## src/logic/pbc_pkg.sv

```systemverilog
// constants for the base clock select and synthesizer control block
`default_nettype none
package pbc_pkg;
	// register offsets on the plain register port
	localparam logic [2:0] ADDR_CTRL = 3'h0;
	localparam logic [2:0] ADDR_BW = 3'h1;
	localparam logic [2:0] ADDR_MUL_HI = 3'h2;
	localparam logic [2:0] ADDR_MUL_LO = 3'h3;
	localparam logic [2:0] ADDR_RANGE = 3'h4;
	localparam logic [2:0] ADDR_REFDIV = 3'h5;
	// control register field positions
	localparam int CTRL_IRQ_EN = 7;
	localparam int CTRL_FLAG = 6;
	localparam int CTRL_ON = 5;
	localparam int CTRL_SEL = 4;
	localparam int CTRL_PRE = 2;
	localparam int CTRL_VPR = 0;
	// bandwidth register field positions
	localparam int BW_AUTO = 7;
	localparam int BW_LOCK = 6;
	localparam int BW_ACQ = 5;
	// reset values
	localparam logic [11:0] MUL_RESET = 12'h040;
	localparam logic [7:0] RANGE_RESET = 8'h40;
	localparam logic [3:0] REFDIV_RESET = 4'h1;
	// source edges waited on each side of a switch
	localparam logic [1:0] SWITCH_EDGES = 2'h3;
	// nominal vco step in hz
	localparam logic [31:0] STEP_HZ = 32'h00009600;
	// transition control states
	typedef enum logic [1:0] {
		SW_RUN = 2'b01,
		SW_WAIT = 2'b10
	} pbc_sw_t;
endpackage
`default_nettype wire

```

## src/logic/pbc_clock_ctrl.sv

```systemverilog
// synthesizer programming registers, base clock selector and divider
`default_nettype none
// How it works
// - zero divider or multiplier acts as one
// - zero range disables synth, forces crystal
// - switch waits three edges each, output held
// - selected source halved to base clock
// - select bit picks crystal or vco clock
// - vco select refused while synth off
// - power-on cannot clear while vco selected
// - power and select never change together
// - programming values writable only while off
// - centre frequency is range times two to the power field times step
// - run-in-stop keeps oscillator running in stop
// - base clock has even duty cycle
// - lock detector drives lock-change interrupt
// - crystal clock passed through one sys_clk register
// - flag sets on lock toggle, ctrl read clears
// - reset powers synth on, select cleared
// - auto mode lets detector pick filter mode
module pbc_clock_ctrl (
	// clock and reset
	input wire logic sys_clk,
	input wire logic resetn,
	// register port
	input wire logic [2:0] regAddr,
	input wire logic [7:0] regWdata,
	input wire logic regWr,
	input wire logic regRd,
	output logic [7:0] regRdata,
	// source clocks, sampled as levels
	input wire logic crystal_clock,
	input wire logic vco_clock,
	// lock detector and integration unit
	input wire logic lockIn,
	input wire logic trackIn,
	input wire logic osc_enable_signal,
	input wire logic stopMode,
	input wire logic osc_run_in_stop,
	// to the integration unit and processor
	output logic base_clock_out,
	output logic crystalClockOut,
	output logic lock_change_irq,
	output logic oscRun,
	// to the analog core
	output logic synthEnable,
	output logic filterTrack,
	output logic [1:0] prescaleExp,
	output logic [1:0] vco_power_range_field,
	output logic [11:0] mulEff,
	output logic [3:0] refDivEff,
	output logic [31:0] vcoCenterHz
);
	import pbc_pkg::*;

	function automatic logic [31:0] centreHz(input logic [7:0] rng, input logic [1:0] pwr);
		centreHz = ({24'h000000, rng} << pwr) * STEP_HZ;
	endfunction

	////////////////////////////////////////////////////////////////
	// reset release
	logic [1:0] rstSync_q;
	logic rstN;
	always_ff @(posedge sys_clk or negedge resetn) begin
		if (!resetn) begin
			rstSync_q <= 2'h0;
		end else begin
			rstSync_q <= {rstSync_q[0], 1'b1};
		end
	end
	assign rstN = rstSync_q[1];

	////////////////////////////////////////////////////////////////
	// registers
	logic irqEn_q, irqEn_d, flag_q, flag_d, on_q, on_d, sel_q, sel_d;
	logic [1:0] pre_q, pre_d, vpr_q, vpr_d;
	logic auto_q, auto_d, acq_q, acq_d, lockPrev_q, lockPrev_d;
	logic [11:0] mul_q, mul_d;
	logic [7:0] rng_q, rng_d, rdata_q, rdata_d;
	logic [3:0] rdiv_q, rdiv_d;
	logic wrCtrl, rdCtrl, wOn, wSel, powerChange, rangeZero;

	always_comb begin
		wrCtrl = regWr && regAddr == ADDR_CTRL;
		rdCtrl = regRd && regAddr == ADDR_CTRL;
		wOn = regWdata[CTRL_ON];
		wSel = regWdata[CTRL_SEL];
		rangeZero = rng_q == 8'h00;
		irqEn_d = irqEn_q;
		on_d = on_q;
		sel_d = sel_q;
		pre_d = pre_q;
		vpr_d = vpr_q;
		auto_d = auto_q;
		acq_d = acq_q;
		mul_d = mul_q;
		rng_d = rng_q;
		rdiv_d = rdiv_q;
		lockPrev_d = lockIn;
		powerChange = 1'b0;
		if (wrCtrl) begin
			irqEn_d = regWdata[CTRL_IRQ_EN] & auto_q;
			on_d = sel_q | wOn;
			powerChange = on_d != on_q;
			if (on_q && !powerChange && !rangeZero) begin
				sel_d = wSel;
			end
			if (!on_q) begin
				pre_d = regWdata[CTRL_PRE +: 2];
				vpr_d = regWdata[CTRL_VPR +: 2];
			end
		end
		if (regWr && regAddr == ADDR_BW) begin
			auto_d = regWdata[BW_AUTO];
			if (!auto_q) begin
				acq_d = regWdata[BW_ACQ];
			end
			if (!regWdata[BW_AUTO]) begin
				irqEn_d = 1'b0;
			end
		end
		if (regWr && !on_q) begin
			unique case (regAddr)
				ADDR_MUL_HI: mul_d = {regWdata[3:0], mul_q[7:0]};
				ADDR_MUL_LO: mul_d = {mul_q[11:8], regWdata};
				ADDR_RANGE: rng_d = regWdata;
				ADDR_REFDIV: rdiv_d = regWdata[3:0];
				default: ;
			endcase
		end
		if (rangeZero) begin
			sel_d = 1'b0;
		end
		// set wins over the clearing read
		if (auto_q && lockIn != lockPrev_q) begin
			flag_d = 1'b1;
		end else if (rdCtrl) begin
			flag_d = 1'b0;
		end else begin
			flag_d = flag_q;
		end
		rdata_d = 8'h00;
		if (regRd) begin
			unique case (regAddr)
				ADDR_CTRL: begin
					rdata_d[CTRL_IRQ_EN] = irqEn_q;
					rdata_d[CTRL_FLAG] = flag_q & auto_q;
					rdata_d[CTRL_ON] = on_q;
					rdata_d[CTRL_SEL] = sel_q;
					rdata_d[CTRL_PRE +: 2] = pre_q;
					rdata_d[CTRL_VPR +: 2] = vpr_q;
				end
				ADDR_BW: begin
					rdata_d[BW_AUTO] = auto_q;
					rdata_d[BW_LOCK] = lockIn & auto_q;
					rdata_d[BW_ACQ] = auto_q ? trackIn : acq_q;
				end
				ADDR_MUL_HI: rdata_d = {4'h0, mul_q[11:8]};
				ADDR_MUL_LO: rdata_d = mul_q[7:0];
				ADDR_RANGE: rdata_d = rng_q;
				ADDR_REFDIV: rdata_d = {4'h0, rdiv_q};
				default: rdata_d = 8'h00;
			endcase
		end
	end

	always_ff @(posedge sys_clk or negedge rstN) begin
		if (!rstN) begin
			irqEn_q <= 1'b0;
			flag_q <= 1'b0;
			on_q <= 1'b1;
			sel_q <= 1'b0;
			pre_q <= 2'h0;
			vpr_q <= 2'h0;
			auto_q <= 1'b0;
			acq_q <= 1'b0;
			lockPrev_q <= 1'b0;
			mul_q <= MUL_RESET;
			rng_q <= RANGE_RESET;
			rdiv_q <= REFDIV_RESET;
			rdata_q <= 8'h00;
		end else begin
			irqEn_q <= irqEn_d;
			flag_q <= flag_d;
			on_q <= on_d;
			sel_q <= sel_d;
			pre_q <= pre_d;
			vpr_q <= vpr_d;
			auto_q <= auto_d;
			acq_q <= acq_d;
			lockPrev_q <= lockPrev_d;
			mul_q <= mul_d;
			rng_q <= rng_d;
			rdiv_q <= rdiv_d;
			rdata_q <= rdata_d;
		end
	end
	assign regRdata = rdata_q;

	////////////////////////////////////////////////////////////////
	// transition control and divide by two
	// sources are sampled, so each must stay below a quarter of sys_clk
	pbc_sw_t sw_q, sw_d;
	logic src_q, src_d, base_q, base_d, xPrev_q, vPrev_q;
	logic [1:0] xCnt_q, xCnt_d, vCnt_q, vCnt_d;
	logic xRise, vRise, srcRise;

	always_comb begin
		xRise = crystal_clock & ~xPrev_q;
		vRise = vco_clock & ~vPrev_q;
		srcRise = src_q ? vRise : xRise;
		sw_d = sw_q;
		src_d = src_q;
		base_d = base_q;
		xCnt_d = xCnt_q;
		vCnt_d = vCnt_q;
		unique case (sw_q)
			SW_RUN: begin
				if (sel_q != src_q) begin
					sw_d = SW_WAIT;
					xCnt_d = 2'h0;
					vCnt_d = 2'h0;
				end else if (srcRise) begin
					base_d = ~base_q;
				end
			end
			SW_WAIT: begin
				// base clock held static until both sides are seen
				if (xRise && xCnt_q != SWITCH_EDGES) begin
					xCnt_d = xCnt_q + 2'h1;
				end
				if (vRise && vCnt_q != SWITCH_EDGES) begin
					vCnt_d = vCnt_q + 2'h1;
				end
				if (xCnt_q == SWITCH_EDGES && vCnt_q == SWITCH_EDGES) begin
					src_d = sel_q;
					sw_d = SW_RUN;
				end
			end
		endcase
	end

	always_ff @(posedge sys_clk or negedge rstN) begin
		if (!rstN) begin
			sw_q <= SW_RUN;
			src_q <= 1'b0;
			base_q <= 1'b0;
			xCnt_q <= 2'h0;
			vCnt_q <= 2'h0;
			xPrev_q <= 1'b0;
			vPrev_q <= 1'b0;
		end else begin
			sw_q <= sw_d;
			src_q <= src_d;
			base_q <= base_d;
			xCnt_q <= xCnt_d;
			vCnt_q <= vCnt_d;
			xPrev_q <= crystal_clock;
			vPrev_q <= vco_clock;
		end
	end
	assign base_clock_out = base_q;

	////////////////////////////////////////////////////////////////
	// registered outputs to analog core and integration unit
	logic xOut_q, irq_q, oscRun_q, synEn_q, track_q;
	logic [1:0] preOut_q, vprOut_q;
	logic [11:0] mulEff_q;
	logic [3:0] rdivEff_q;
	logic [31:0] centre_q;
	logic irq_d, oscRun_d, synEn_d, track_d;
	logic [11:0] mulEff_d;
	logic [3:0] rdivEff_d;

	always_comb begin
		irq_d = flag_q & irqEn_q & auto_q;
		oscRun_d = osc_enable_signal | (osc_run_in_stop & stopMode);
		synEn_d = on_q & ~rangeZero & osc_enable_signal;
		track_d = auto_q ? trackIn : acq_q;
		mulEff_d = (mul_q == 12'h000) ? 12'h001 : mul_q;
		rdivEff_d = (rdiv_q == 4'h0) ? 4'h1 : rdiv_q;
	end

	always_ff @(posedge sys_clk or negedge rstN) begin
		if (!rstN) begin
			xOut_q <= 1'b0;
			irq_q <= 1'b0;
			oscRun_q <= 1'b0;
			synEn_q <= 1'b0;
			track_q <= 1'b0;
			preOut_q <= 2'h0;
			vprOut_q <= 2'h0;
			mulEff_q <= MUL_RESET;
			rdivEff_q <= REFDIV_RESET;
			centre_q <= 32'h00000000;
		end else begin
			xOut_q <= crystal_clock;
			irq_q <= irq_d;
			oscRun_q <= oscRun_d;
			synEn_q <= synEn_d;
			track_q <= track_d;
			preOut_q <= pre_q;
			vprOut_q <= vpr_q;
			mulEff_q <= mulEff_d;
			rdivEff_q <= rdivEff_d;
			centre_q <= centreHz(rng_q, vpr_q);
		end
	end
	assign crystalClockOut = xOut_q;
	assign lock_change_irq = irq_q;
	assign oscRun = oscRun_q;
	assign synthEnable = synEn_q;
	assign filterTrack = track_q;
	assign prescaleExp = preOut_q;
	assign vco_power_range_field = vprOut_q;
	assign mulEff = mulEff_q;
	assign refDivEff = rdivEff_q;
	assign vcoCenterHz = centre_q;
endmodule
`default_nettype wire

```

## config.mk

```make
export PLATFORM = sky130hd
export DESIGN_NAME = pbc_clock_ctrl
export DESIGN_NICKNAME = d
export VERILOG_FILES = /design/src/logic/pbc_pkg.sv /design/src/logic/pbc_clock_ctrl.sv
export SDC_FILE = /design/constraint.sdc
export NUM_CORES = 1
export LEC_CHECK = 0
export ABC_AREA = 1
export BUFFER_PORTS_ARGS = -buffer_cell sky130_fd_sc_hd__buf_4
export CORE_MARGIN = 1.5
export CORE_UTILIZATION = 60
export DETAILED_ROUTE_END_ITERATION = 6
export GPL_TIMING_DRIVEN = 0
export PLACE_DENSITY = 0.92
export SLEW_MARGIN = 5
export SYNTH_ARGS = -nofsm -noshare
export SYNTH_HDL_FRONTEND = slang
export SYNTH_SLANG_ARGS = --single-unit
```

## constraint.sdc

```tcl
create_clock -name sys_clk -period 5.15 [get_ports sys_clk]
set_input_delay 1.545 -clock sys_clk [delete_from_list [all_inputs] [get_ports sys_clk]]
set_output_delay 1.545 -clock sys_clk [all_outputs]
set_load 0.05 [all_outputs]
```

==> summary.md, run 1 <==
| Metric | Value |
|---|---|
| Nets@finish | `825` |
| Syn_area_per_cell | `roughly 8.5 um2` |
| CTS root buf | `clkbuf_8` |
| Placeable Area | `~0.0088 mm2` |
| Global Route Usage Sum | `approximately a quarter` |
| Post-synthesis mux area share | `0.365%` |
| Sequential fraction of the synthesis area | `44.4%` |
| CTS tree | `yes` |
| Adder-Cell Fraction of Synth Area | `around 16%` |
| Slew headroom | `56.0%` |
| Final Wtd Congestion | `0.969` |
| Setup TNS | `0 ps` |
| Layout cells sized above 1 | `18.9%` |
| Post-CTS setup repair buffer count | `0` |
| Worst Tran Pin Value | `655 ps` |
| Crit path max fanout | `10` |
| Initial antenna violation count | `0` |
| Met2 global-route usage | `about 44%` |
| Final Hold Viols | `0` |
| Mapped Area | `about 0.0055 mm2` |
| GRT overflow | `0` |
| CTS buffer count | `9` |
| Critical Path AT | `~4800 ps` |
| Vias in the first global route | `about 4400` |
| Synth Area in XOR/XNOR | `under 10%` |
| R2r worst-path depth | `19` |
| Post-Synth Simple-Gate Area | `between 10% and 20%` |
| Req. time, crit path | `5410 ps` |
| Worst min-delay path category | `reg2async` |
| DP HPWL | `between 9 and 10 mm` |
| Routed vias | `between 4000 and 5000` |
| Slowest stage cell, crit path | `fa_1` |
| CP Capture Type | `register` |
| WP buf/inv | `4` |
| Fmax | `approximately 220 MHz` |
| CP cell instances | `buf_2 > clkbuf_1 > o21ai_0 > mux2i_1 > ha_1 > ha_1 > fa_1 > inv_1 > fa_1 > inv_1 > ha_1 > nand2_1 > nand2_1 > nand2_1 > nand2_1 > a21oi_1 > nand2_1 > nand2_1 > nand2_1` |
| Final setup viols | `0` |
| Post-DR wirelength/cell | `about 14 um` |
| CTS Hold Bufs | `0` |
| #FFs+latches synth | `slightly below 100` |
| Largest family of logic cells by synthesized area | `simple AND/OR/NAND/NOR gates` |
| Grt met1 use | `roughly a third` |
| Initial core utilization | `just over 60%` |
| Largest net degree at the start of global routing | `50` |
| 1st-pass router iterations | `7` |
| Routing usage on met3 | `3.19%` |
| Synth Area in Compound Gates | `7.74%` |
| Kind of critical path | `reg2reg` |
| Crit path top cell by count | `nand2_1` |
| Tmin final | `4500 ps` |
| First-pass GRT wire length | `roughly 20 mm` |
| Final ANT Viol Nets | `0` |
| CTS sink cnt | `97` |
| Max Cap Viol | `0` |
| Gate count of the mapped netlist | `around 640` |
| Crit-path max cell delay | `~540 ps` |
| Startpoint Class | `register` |
| WP depth | `19` |
| Worst-case clock buffer depth | `2` |
| Die area | `between 0.009 and 0.01 mm2` |
| H-tree depth | `3` |
| Cell area after placement | `between 0.006 and 0.007 mm2` |
| I/O Buffers | `73` |
| DRT iter0 DRCs | `395` |
| Synth-to-layout area growth | `17.5%` |
| Max-slew violations | `0` |
| Post-CTS sizing | `0` |
| Setup Skew | `approximately 16 ps` |
| Crit path max-delay family | `adder cells` |
| RSZ-0062 raised after global routing | `no` |
| Final wirelength | `roughly 12 mm` |
| Most used routing layer | `met2` |
| Yosys cell types | `36` |
| Die Width | `around 99 um` |
| Cell area after layout | `between 0.006 and 0.007 mm2` |
| DRC violations left | `7` |
| Synthesis warning total | `0` |
| Clk Latency, worst-skew pair | `370 ps` |
| Vias per cell | `5.35` |
| # rows | `34` |
| Failing checks | `DRC` |
| Die Height | `just under 100 um` |
| Status | `complete, but fails checks` |
| Ports | `88` |
| Final period utilization | `87.4%` |
| N_diodes | `0` |
| Worst-path clk slew | `~110 ps` |
[cell families (layout without fill, tap and decap cells)]
family                     count (synthesis)  in the layout
AOI/OAI and AO/OA                         77             77
xor gates and xnor gates                   9              9
adders and majority gates                 61             61
buffers and inverters                    137            227
DFF                                       97             97
muxes                                      2              2
other                                      2             15
and+or+nand+nor                          259            259
[flip-flops by register name, indices dropped and copies added, names as in the netlist, 2 cells and up]
name / flops
vcoCenterHz: 18
mulEff: 12
mul_q: 12
regRdata: 8
rng_q: 8
rdiv_q: 4
refDivEff: 4
pre_q: 2
prescaleExp: 2
rstSync_q: 2
sw_q: 2
vCnt_q: 2
vco_power_range_field: 2
vpr_q: 2
xCnt_q: 2
[worst register-to-register path, cell delays in order (launching register included)]
cell      delay, ps
dfrtp_1         360
buf_2           200
clkbuf_1        350
o21ai_0         240
mux2i_1         470
ha_1            340
ha_1            300
fa_1            540
inv_1            50
fa_1            500
inv_1            50
ha_1            350
nand2_1          90
nand2_1          70
nand2_1          70
nand2_1          70
a21oi_1         180
nand2_1          80
nand2_1          60
nand2_1          40
[final cells by class]
class,instances,area (um2)
multi-input combinational,423,2520
sequential,97,2440
fill,619,2360
timing repair buffer,74,576
inverter,104,390
buffer,33,189
tap,108,135
clock buffer,9,124
clock inverter,7,71.3
[routing by layer]
| metal | vias up | share of wire [%] |
|---|---|---|
| li1 | 2179 | - |
| met1 | 2155 | 42 |
| met2 | 218 | 49 |
| met3 | 20 | 7.1 |
| met4 | 0 | 1.8 |
| met5 | - | 0 |
[final timing paths]
kind,slack [ps],startpoint,end
worst min-delay path,340,rstSync_q[1],regRdata[6]
worst max-delay path,650,vpr_q[0],vcoCenterHz[24]
worst max register to register,650,vpr_q[0],vcoCenterHz[24]
min in group sys_clk,380,rstSync_q[0],rstSync_q[1]
worst min register to register,340,rstSync_q[1],regRdata[6]
max in group asynchronous,4100,resetn,rstSync_q[1]
[cells in the final DEF, fill, tap and decap left out, drive strengths merged, types with 13 or more instances in the layout]
cell,count
ha,48
buf,91
nand3,22
nor2,45
dfrtp,90
clkbuf,25
fa,13
nand2,169
inv,106
conb,15
o21ai,62
[stage by stage]
| stage | utilization (%) | cells | worst slack, ps | hold WS (ps) |
|---|---|---|---|---|
| 2_1_floorplan | - | 657 | 1320 | 331 |
| 3_3_place_gp | 70.6 | 838 | 854 | 336 |
| 3_5_place_dp | 70.9 | 839 | 781 | 347 |
| 4_1_cts | 73.1 | 855 | 743 | 364 |
| 5_1_grt | 73.1 | 855 | 372 | 391 |
| 6_report | 73.1 | 855 | 650 | 335 |
[cell usage after synthesis, drive strengths merged]
master | n | area, um2
nand2 | 169 | 642
inv | 103 | 387
dfrtp | 90 | 2250
o21ai | 62 | 340
ha | 48 | 601
nor2 | 45 | 176
nand3 | 22 | 110
buf | 17 | 129
clkbuf | 16 | 60.1
fa | 13 | 260
a21oi | 11 | 55.1
nor3 | 11 | 70.1
dfstp | 7 | 184
xor2 | 6 | 52.6
or2 | 5 | 31.3
nand4 | 4 | 25.0
xnor2 | 3 | 26.3
conb | 2 | 7.51
mux2i | 2 | 20.0
a211oi | 1 | 7.51
a21o | 1 | 7.51
a31oi | 1 | 6.26
and3 | 1 | 6.26
clkinv | 1 | 3.75
nand3b | 1 | 7.51
nor3b | 1 | 7.51
o31ai | 1 | 7.51
Power of run 1 is left out: the tool's default activity adds up to more than one toggle a clock period on the data nets, which glitch-free logic cannot reach.
==> run 2, diff against run 1 <==
RECOVER_POWER = 100   (was default)
SLEW_MARGIN = default   (was 5)
==> summary.md, run 2 (synthesis gave the netlist of run 1 again) <==
| Metric | Value |
|---|---|
| Status | `complete, but fails checks` |
| Failing checks | `DRC, capacitance limit, slew limit` |
| Crit path max fanout | `10 (unchanged)` |
| Die Width | `98.6 um (unchanged)` |
| CP cell instances | `clkbuf_1 > clkbuf_1 > o21ai_0 > mux2i_1 > ha_1 > ha_1 > fa_1 > inv_1 > fa_1 > inv_1 > ha_1 > nand2_1 > nand2_1 > nand2_1 > nand2_1 > a21oi_1 > nand2_1 > nand2_1 > nand2_1` |
| Largest net degree at the start of global routing | `50 (unchanged)` |
| Tmin final | `4630 ps (+134 ps)` |
| Cell area after placement | `0.00625 mm2 (unchanged)` |
| Post-DR wirelength/cell | `14.2 um (+0.14%)` |
| Setup Skew | `14.4 ps (-1.29 ps)` |
| Cell area after layout | `0.00614 mm2 (-4.6%)` |
| H-tree depth | `3 (unchanged)` |
| CTS sink cnt | `97 (unchanged)` |
| Slowest stage cell, crit path | `fa_1` |
| Die Height | `98.6 um (unchanged)` |
| CTS Hold Bufs | `0 (unchanged)` |
| Max Cap Viol | `2 (+2)` |
| Synth-to-layout area growth | `12.1%` |
| Critical Path AT | `4900 ps (+140 ps)` |
| N_diodes | `0 (unchanged)` |
| Vias in the first global route | `4414 (unchanged)` |
| Final setup viols | `0 (unchanged)` |
| Final period utilization | `90.0% (+2.6 points)` |
| # rows | `34 (unchanged)` |
| Worst Tran Pin Value | `2480 ps (+1820 ps)` |
| Layout cells sized above 1 | `8.17% (-11 points)` |
| Kind of critical path | `reg2reg` |
| Req. time, crit path | `5410 ps (about the same)` |
| DP HPWL | `9.23 mm (unchanged)` |
| Initial core utilization | `62.3% (unchanged)` |
| Crit path top cell by count | `nand2_1` |
| Worst reg2reg setup slack | `520 ps (-130 ps)` |
| Routed vias | `4529 (-0.94%)` |
| Max-slew violations | `98 (+98)` |
| CP Capture Type | `register` |
| Final wirelength | `12.2 mm (+0.14%)` |
| RSZ-0062 raised after global routing | `no` |
| I/O Buffers | `73 (unchanged)` |
| CTS tree | `yes` |
| Fmax | `216 MHz (-2.9%)` |
| Setup TNS | `0 ps (unchanged)` |
| Crit-path max cell delay | `540 ps (about the same)` |
| Commonest non-fill, non-tap cell in the layout | `nand2_1` |
| Final Wtd Congestion | `0.969 (unchanged)` |
| Startpoint Class | `register` |
| Number of flip-flops in the largest register | `18 (unchanged)` |
| Initial antenna violation count | `0 (unchanged)` |
| Die area | `0.00972 mm2 (unchanged)` |
| Worst-case clock buffer depth | `2 (unchanged)` |
| CTS buffer count | `9 (unchanged)` |
| GRT overflow | `0 (unchanged)` |
| Final Hold Viols | `0 (unchanged)` |
| Final ANT Viol Nets | `0 (unchanged)` |
| Nets@finish | `825 (unchanged)` |
| Clk Latency, worst-skew pair | `370 ps (about the same)` |
| Post-CTS setup repair buffer count | `0 (unchanged)` |
| 1st-pass router iterations | `7 (unchanged)` |
| Post-CTS sizing | `0 (unchanged)` |
| Slew headroom | `-65.1% (-120 points)` |
| DRT iter0 DRCs | `428 (+8.4%)` |
| Worst min-delay path category | `reg2reg` |
| DRC violations left | `7 (unchanged)` |
| Vias per cell | `5.30 (-0.94%)` |
| Worst-path clk slew | `110 ps (about the same)` |
| Leading cell types in the layout, fill and taps excluded | `169 x nand2_1, 102 x inv_1, 90 x dfrtp_1, 77 x clkbuf_1, 48 x ha_1` |
| CTS root buf | `clkbuf_8` |
| Global Route Usage Sum | `25.5% (unchanged)` |
| Finished Core Util | `69.8% (-3.4 points)` |
| Placeable Area | `0.00881 mm2 (unchanged)` |
| Ports | `88 (unchanged)` |
| First-pass GRT wire length | `19.9 mm (unchanged)` |
==> run 2: path summary, 6_finish.rpt <==
check                        startpoint               to  cells after the start
hold / removal             rstSync_q[0]     rstSync_q[1]                      0
setup reg to reg               vpr_q[0]  vcoCenterHz[24]                     19
setup / recovery               vpr_q[0]  vcoCenterHz[24]                     19
hold reg to reg            rstSync_q[0]     rstSync_q[1]                      0
min in group asynchronous  rstSync_q[1]      regRdata[6]                      0
max in group asynchronous  rstSync_q[1]         pre_q[0]                      1
==> run 2: layer usage <==
metal,wire [um],vias up,track usage [%]
li1,-,2175,-
met1,5170,2133,34.0
met2,5960,200,44.2
met3,852,21,3.19
met4,198,0,7.69
met5,0,-,0
==> run 2: worst max-delay path, delay by kind of cell, from the launching register on <==
family          cells  cell delay [ps]
flops               1              360
fa+ha+maj           5             2030
mux                 1              470
simple gates        7              470
compound gates      2              420
buf+inv             4              790
==> run 2: through the flow <==
stage                     cells  setup slack (ps)  hold slack [ps]
after floorplan             657              1320              331
after global placement      838               854              336
after detailed placement    839               781              347
after CTS                   855               743              364
after global routing        855               212              400
final                       855               517              378
==> run 2: area by class of cell <==
| cell class | instances | area (um2) |
|---|---|---|
| well taps | 108 | 135 |
| multi-input cells | 423 | 2470 |
| repair buffers | 74 | 338 |
| clock buffers | 9 | 124 |
| inverters | 104 | 390 |
| fillers | 715 | 2660 |
| flip-flops and latches | 97 | 2440 |
| plain buffers | 33 | 176 |
| clock inverters | 7 | 71.3 |
Power of run 2 is left out for the same reason.
==> run 3, diff against run 2 <==
PLACE_DENSITY = 0.84   (was 0.92)
==> summary.md, run 3 (synthesis gave the netlist of run 1 again) <==
| Metric | Value |
|---|---|
| Status | `complete, but fails checks` |
| Failing checks | `DRC, capacitance limit, slew limit` |
| Worst min-delay path category | `reg2reg` |
| CTS root buf | `clkbuf_8` |
| Max Cap Viol | `2 (unchanged)` |
| Routed vias | `4327 (-4.5%)` |
| Grt met1 use | `34.9% (+0.84 points)` |
| Setup crit start | `vpr_q[0]` |
| Vias per cell | `5.06 (-4.5%)` |
| CTS tree | `yes` |
| First-pass GRT wire length | `19.1 mm (-4.2%)` |
| Vias in the first global route | `4241 (-3.9%)` |
| Final period utilization | `88.9% (-1.1 points)` |
| Req. time, crit path | `5410 ps (about the same)` |
| Placeable Area | `0.00881 mm2 (unchanged)` |
| Slew headroom | `-69.9% (-4.8 points)` |
| CTS Hold Bufs | `0 (unchanged)` |
| Cell area after layout | `0.00616 mm2 (+0.33%)` |
| Cell area after placement | `0.00625 mm2 (unchanged)` |
| Filler Cell Count | `723 (+1.1%)` |
| Most used routing layer | `met2` |
| CP cell instances | `clkbuf_1 > clkbuf_1 > o21ai_0 > mux2i_1 > ha_1 > ha_1 > inv_1 > fa_1 > fa_1 > inv_1 > ha_1 > nand2_1 > inv_1 > nand2_1 > nand2_1 > a21oi_1 > nand2_1 > nand2_1 > nand2_1` |
| Met2 global-route usage | `39.9% (-4.3 points)` |
| 1st-pass router iterations | `7 (unchanged)` |
| Number of flip-flops in the largest register | `18 (unchanged)` |
| Critical Path End | `vcoCenterHz[25]` |
| R2r worst-path depth | `19 (unchanged)` |
| Commonest non-fill, non-tap cell in the layout | `nand2_1` |
| Synth-to-layout area growth | `12.4%` |
| DP HPWL | `8.86 mm (-3.9%)` |
| Reg2reg start | `vpr_q[0]` |
| Final Wtd Congestion | `0.880 (-9.1%)` |
| Fmax | `219 MHz (+1.3%)` |
| Final Hold Viols | `0 (unchanged)` |
| Multi-input logic area | `0.00247 mm2 (-0.15%)` |
| Post-CTS setup repair buffer count | `0 (unchanged)` |
| Max-slew violations | `98 (unchanged)` |
| CTS buffer count | `9 (unchanged)` |
| Routing usage on met3 | `3.90% (+0.71 points)` |
| WP buf/inv | `5 (+1)` |
| Setup TNS | `0 ps (unchanged)` |
| Initial core utilization | `62.3% (unchanged)` |
| N_diodes | `0 (unchanged)` |
| CTS sink cnt | `97 (unchanged)` |
| Post-DR wirelength/cell | `13.3 um (-7.0%)` |
| Worst-case clock buffer depth | `2 (unchanged)` |
| Crit path top cell by count | `nand2_1` |
| WP depth | `19 (unchanged)` |
| Largest net degree at the start of global routing | `51 (+2.0%)` |
| RSZ-0062 raised after global routing | `no` |
| FF-to-FF End | `vcoCenterHz[25]` |
| GRT overflow | `0 (unchanged)` |
| Critical Path AT | `4840 ps (-60 ps)` |
| Register Area | `0.00244 mm2 (unchanged)` |
| Post-CTS sizing | `0 (unchanged)` |
| DRC violations left | `5 (-2)` |
| Worst-path clk slew | `110 ps (about the same)` |
| Final ANT Viol Nets | `0 (unchanged)` |
| Kind of critical path | `reg2reg` |
| Nets@finish | `825 (unchanged)` |
| Setup Skew | `12.7 ps (-1.71 ps)` |
| Final setup viols | `0 (unchanged)` |
| Tmin final | `4580 ps (-57.5 ps)` |
| H-tree depth | `3 (unchanged)` |
| Leading cell types in the layout, fill and taps excluded | `169 x nand2_1, 101 x inv_1, 90 x dfrtp_1, 77 x clkbuf_1, 48 x ha_1` |
| # rows | `34 (unchanged)` |
| Crit path max fanout | `10 (unchanged)` |
| Crit path max-delay family | `adder cells` |
| Die Height | `98.6 um (unchanged)` |
| CP Capture Type | `register` |
| Worst reg2reg setup slack | `570 ps (+60 ps)` |
| Initial antenna violation count | `0 (unchanged)` |
| Die Width | `98.6 um (unchanged)` |
| DRT iter0 DRCs | `235 (-45%)` |
| Die area | `0.00972 mm2 (unchanged)` |
| Ports | `88 (unchanged)` |
| Startpoint Class | `register` |
| I/O Buffers | `73 (unchanged)` |
| Slowest stage cell, crit path | `fa_1` |
| Global Route Usage Sum | `24.6% (-0.97 points)` |
| Crit-path max cell delay | `540 ps (about the same)` |
| Clk Latency, worst-skew pair | `360 ps (about the same)` |
| Final wirelength | `11.3 mm (-7.0%)` |
| Worst Tran Pin Value | `2550 ps (+71.4 ps)` |
| Layout cells sized above 1 | `8.17% (unchanged)` |
==> run 3: cell count changes in the layout (fill, tap and decap cells not counted) <==
cell | before | now
clkinv_4 | 1 | 0
o21ai_0 | 39 | 37
inv_8 | 2 | 3
inv_6 | 1 | 0
o21ai_2 | 4 | 3
o21ai_1 | 19 | 22
inv_1 | 102 | 101
bufinv_16 | 0 | 1
inv_2 | 1 | 2
==> run 3: per-layer routing <==
layer / vias to the layer above / part of all wire (%)
li1: 2165 / -
met1: 2005 / 47
met2: 139 / 46
met3: 18 / 5.9
met4: 0 / 1.4
met5: - / 0
==> run 3: final cells by class <==
| class | instances | area share, % |
|---|---|---|
| Multi-Input combinational cell | 423 | 40.1 |
| Sequential cell | 97 | 39.5 |
| Inverter | 104 | 6.33 |
| Timing Repair Buffer | 74 | 5.48 |
| Buffer | 33 | 2.86 |
| Tap cell | 108 | 2.19 |
| Clock buffer | 9 | 2.01 |
| Clock inverter | 7 | 1.54 |
==> run 3: worst min path at each step <==
stage                            start      endpoint  slack, ps  depth (start not counted)
after global placement    rstSync_q[0]  rstSync_q[1]        340                          0
after detailed placement  rstSync_q[0]  rstSync_q[1]        340                          0
after global routing      rstSync_q[0]  rstSync_q[1]        380                          0
final                     rstSync_q[0]  rstSync_q[1]        370                          0
after CTS                 rstSync_q[0]  rstSync_q[1]        370                          0
after floorplan           rstSync_q[0]  rstSync_q[1]        330                          0
==> run 3: stage by stage <==
step | hold slack [ps] | worst slack (ps) | utilization, % | std cells
finish | 366 | 574 | 70.0 | 855
global route | 379 | 179 | 70.0 | 855
CTS | 369 | 696 | 73.4 | 855
detailed placement | 343 | 726 | 70.9 | 839
global placement | 339 | 775 | 70.6 | 838
floorplan | 331 | 1320 | - | 657
==> run 3: worst register-to-register path: stages (launching register included) <==
cell and delay (ps):
dfrtp_1 370, clkbuf_1 290, clkbuf_1 360, o21ai_0 250, mux2i_1 460, ha_1 320, ha_1 270, inv_1 50
fa_1 500, fa_1 540, inv_1 40, ha_1 350, nand2_1 110, inv_1 50, nand2_1 60, nand2_1 60
a21oi_1 190, nand2_1 90, nand2_1 60, nand2_1 40
Power of run 3 is left out for the same reason.
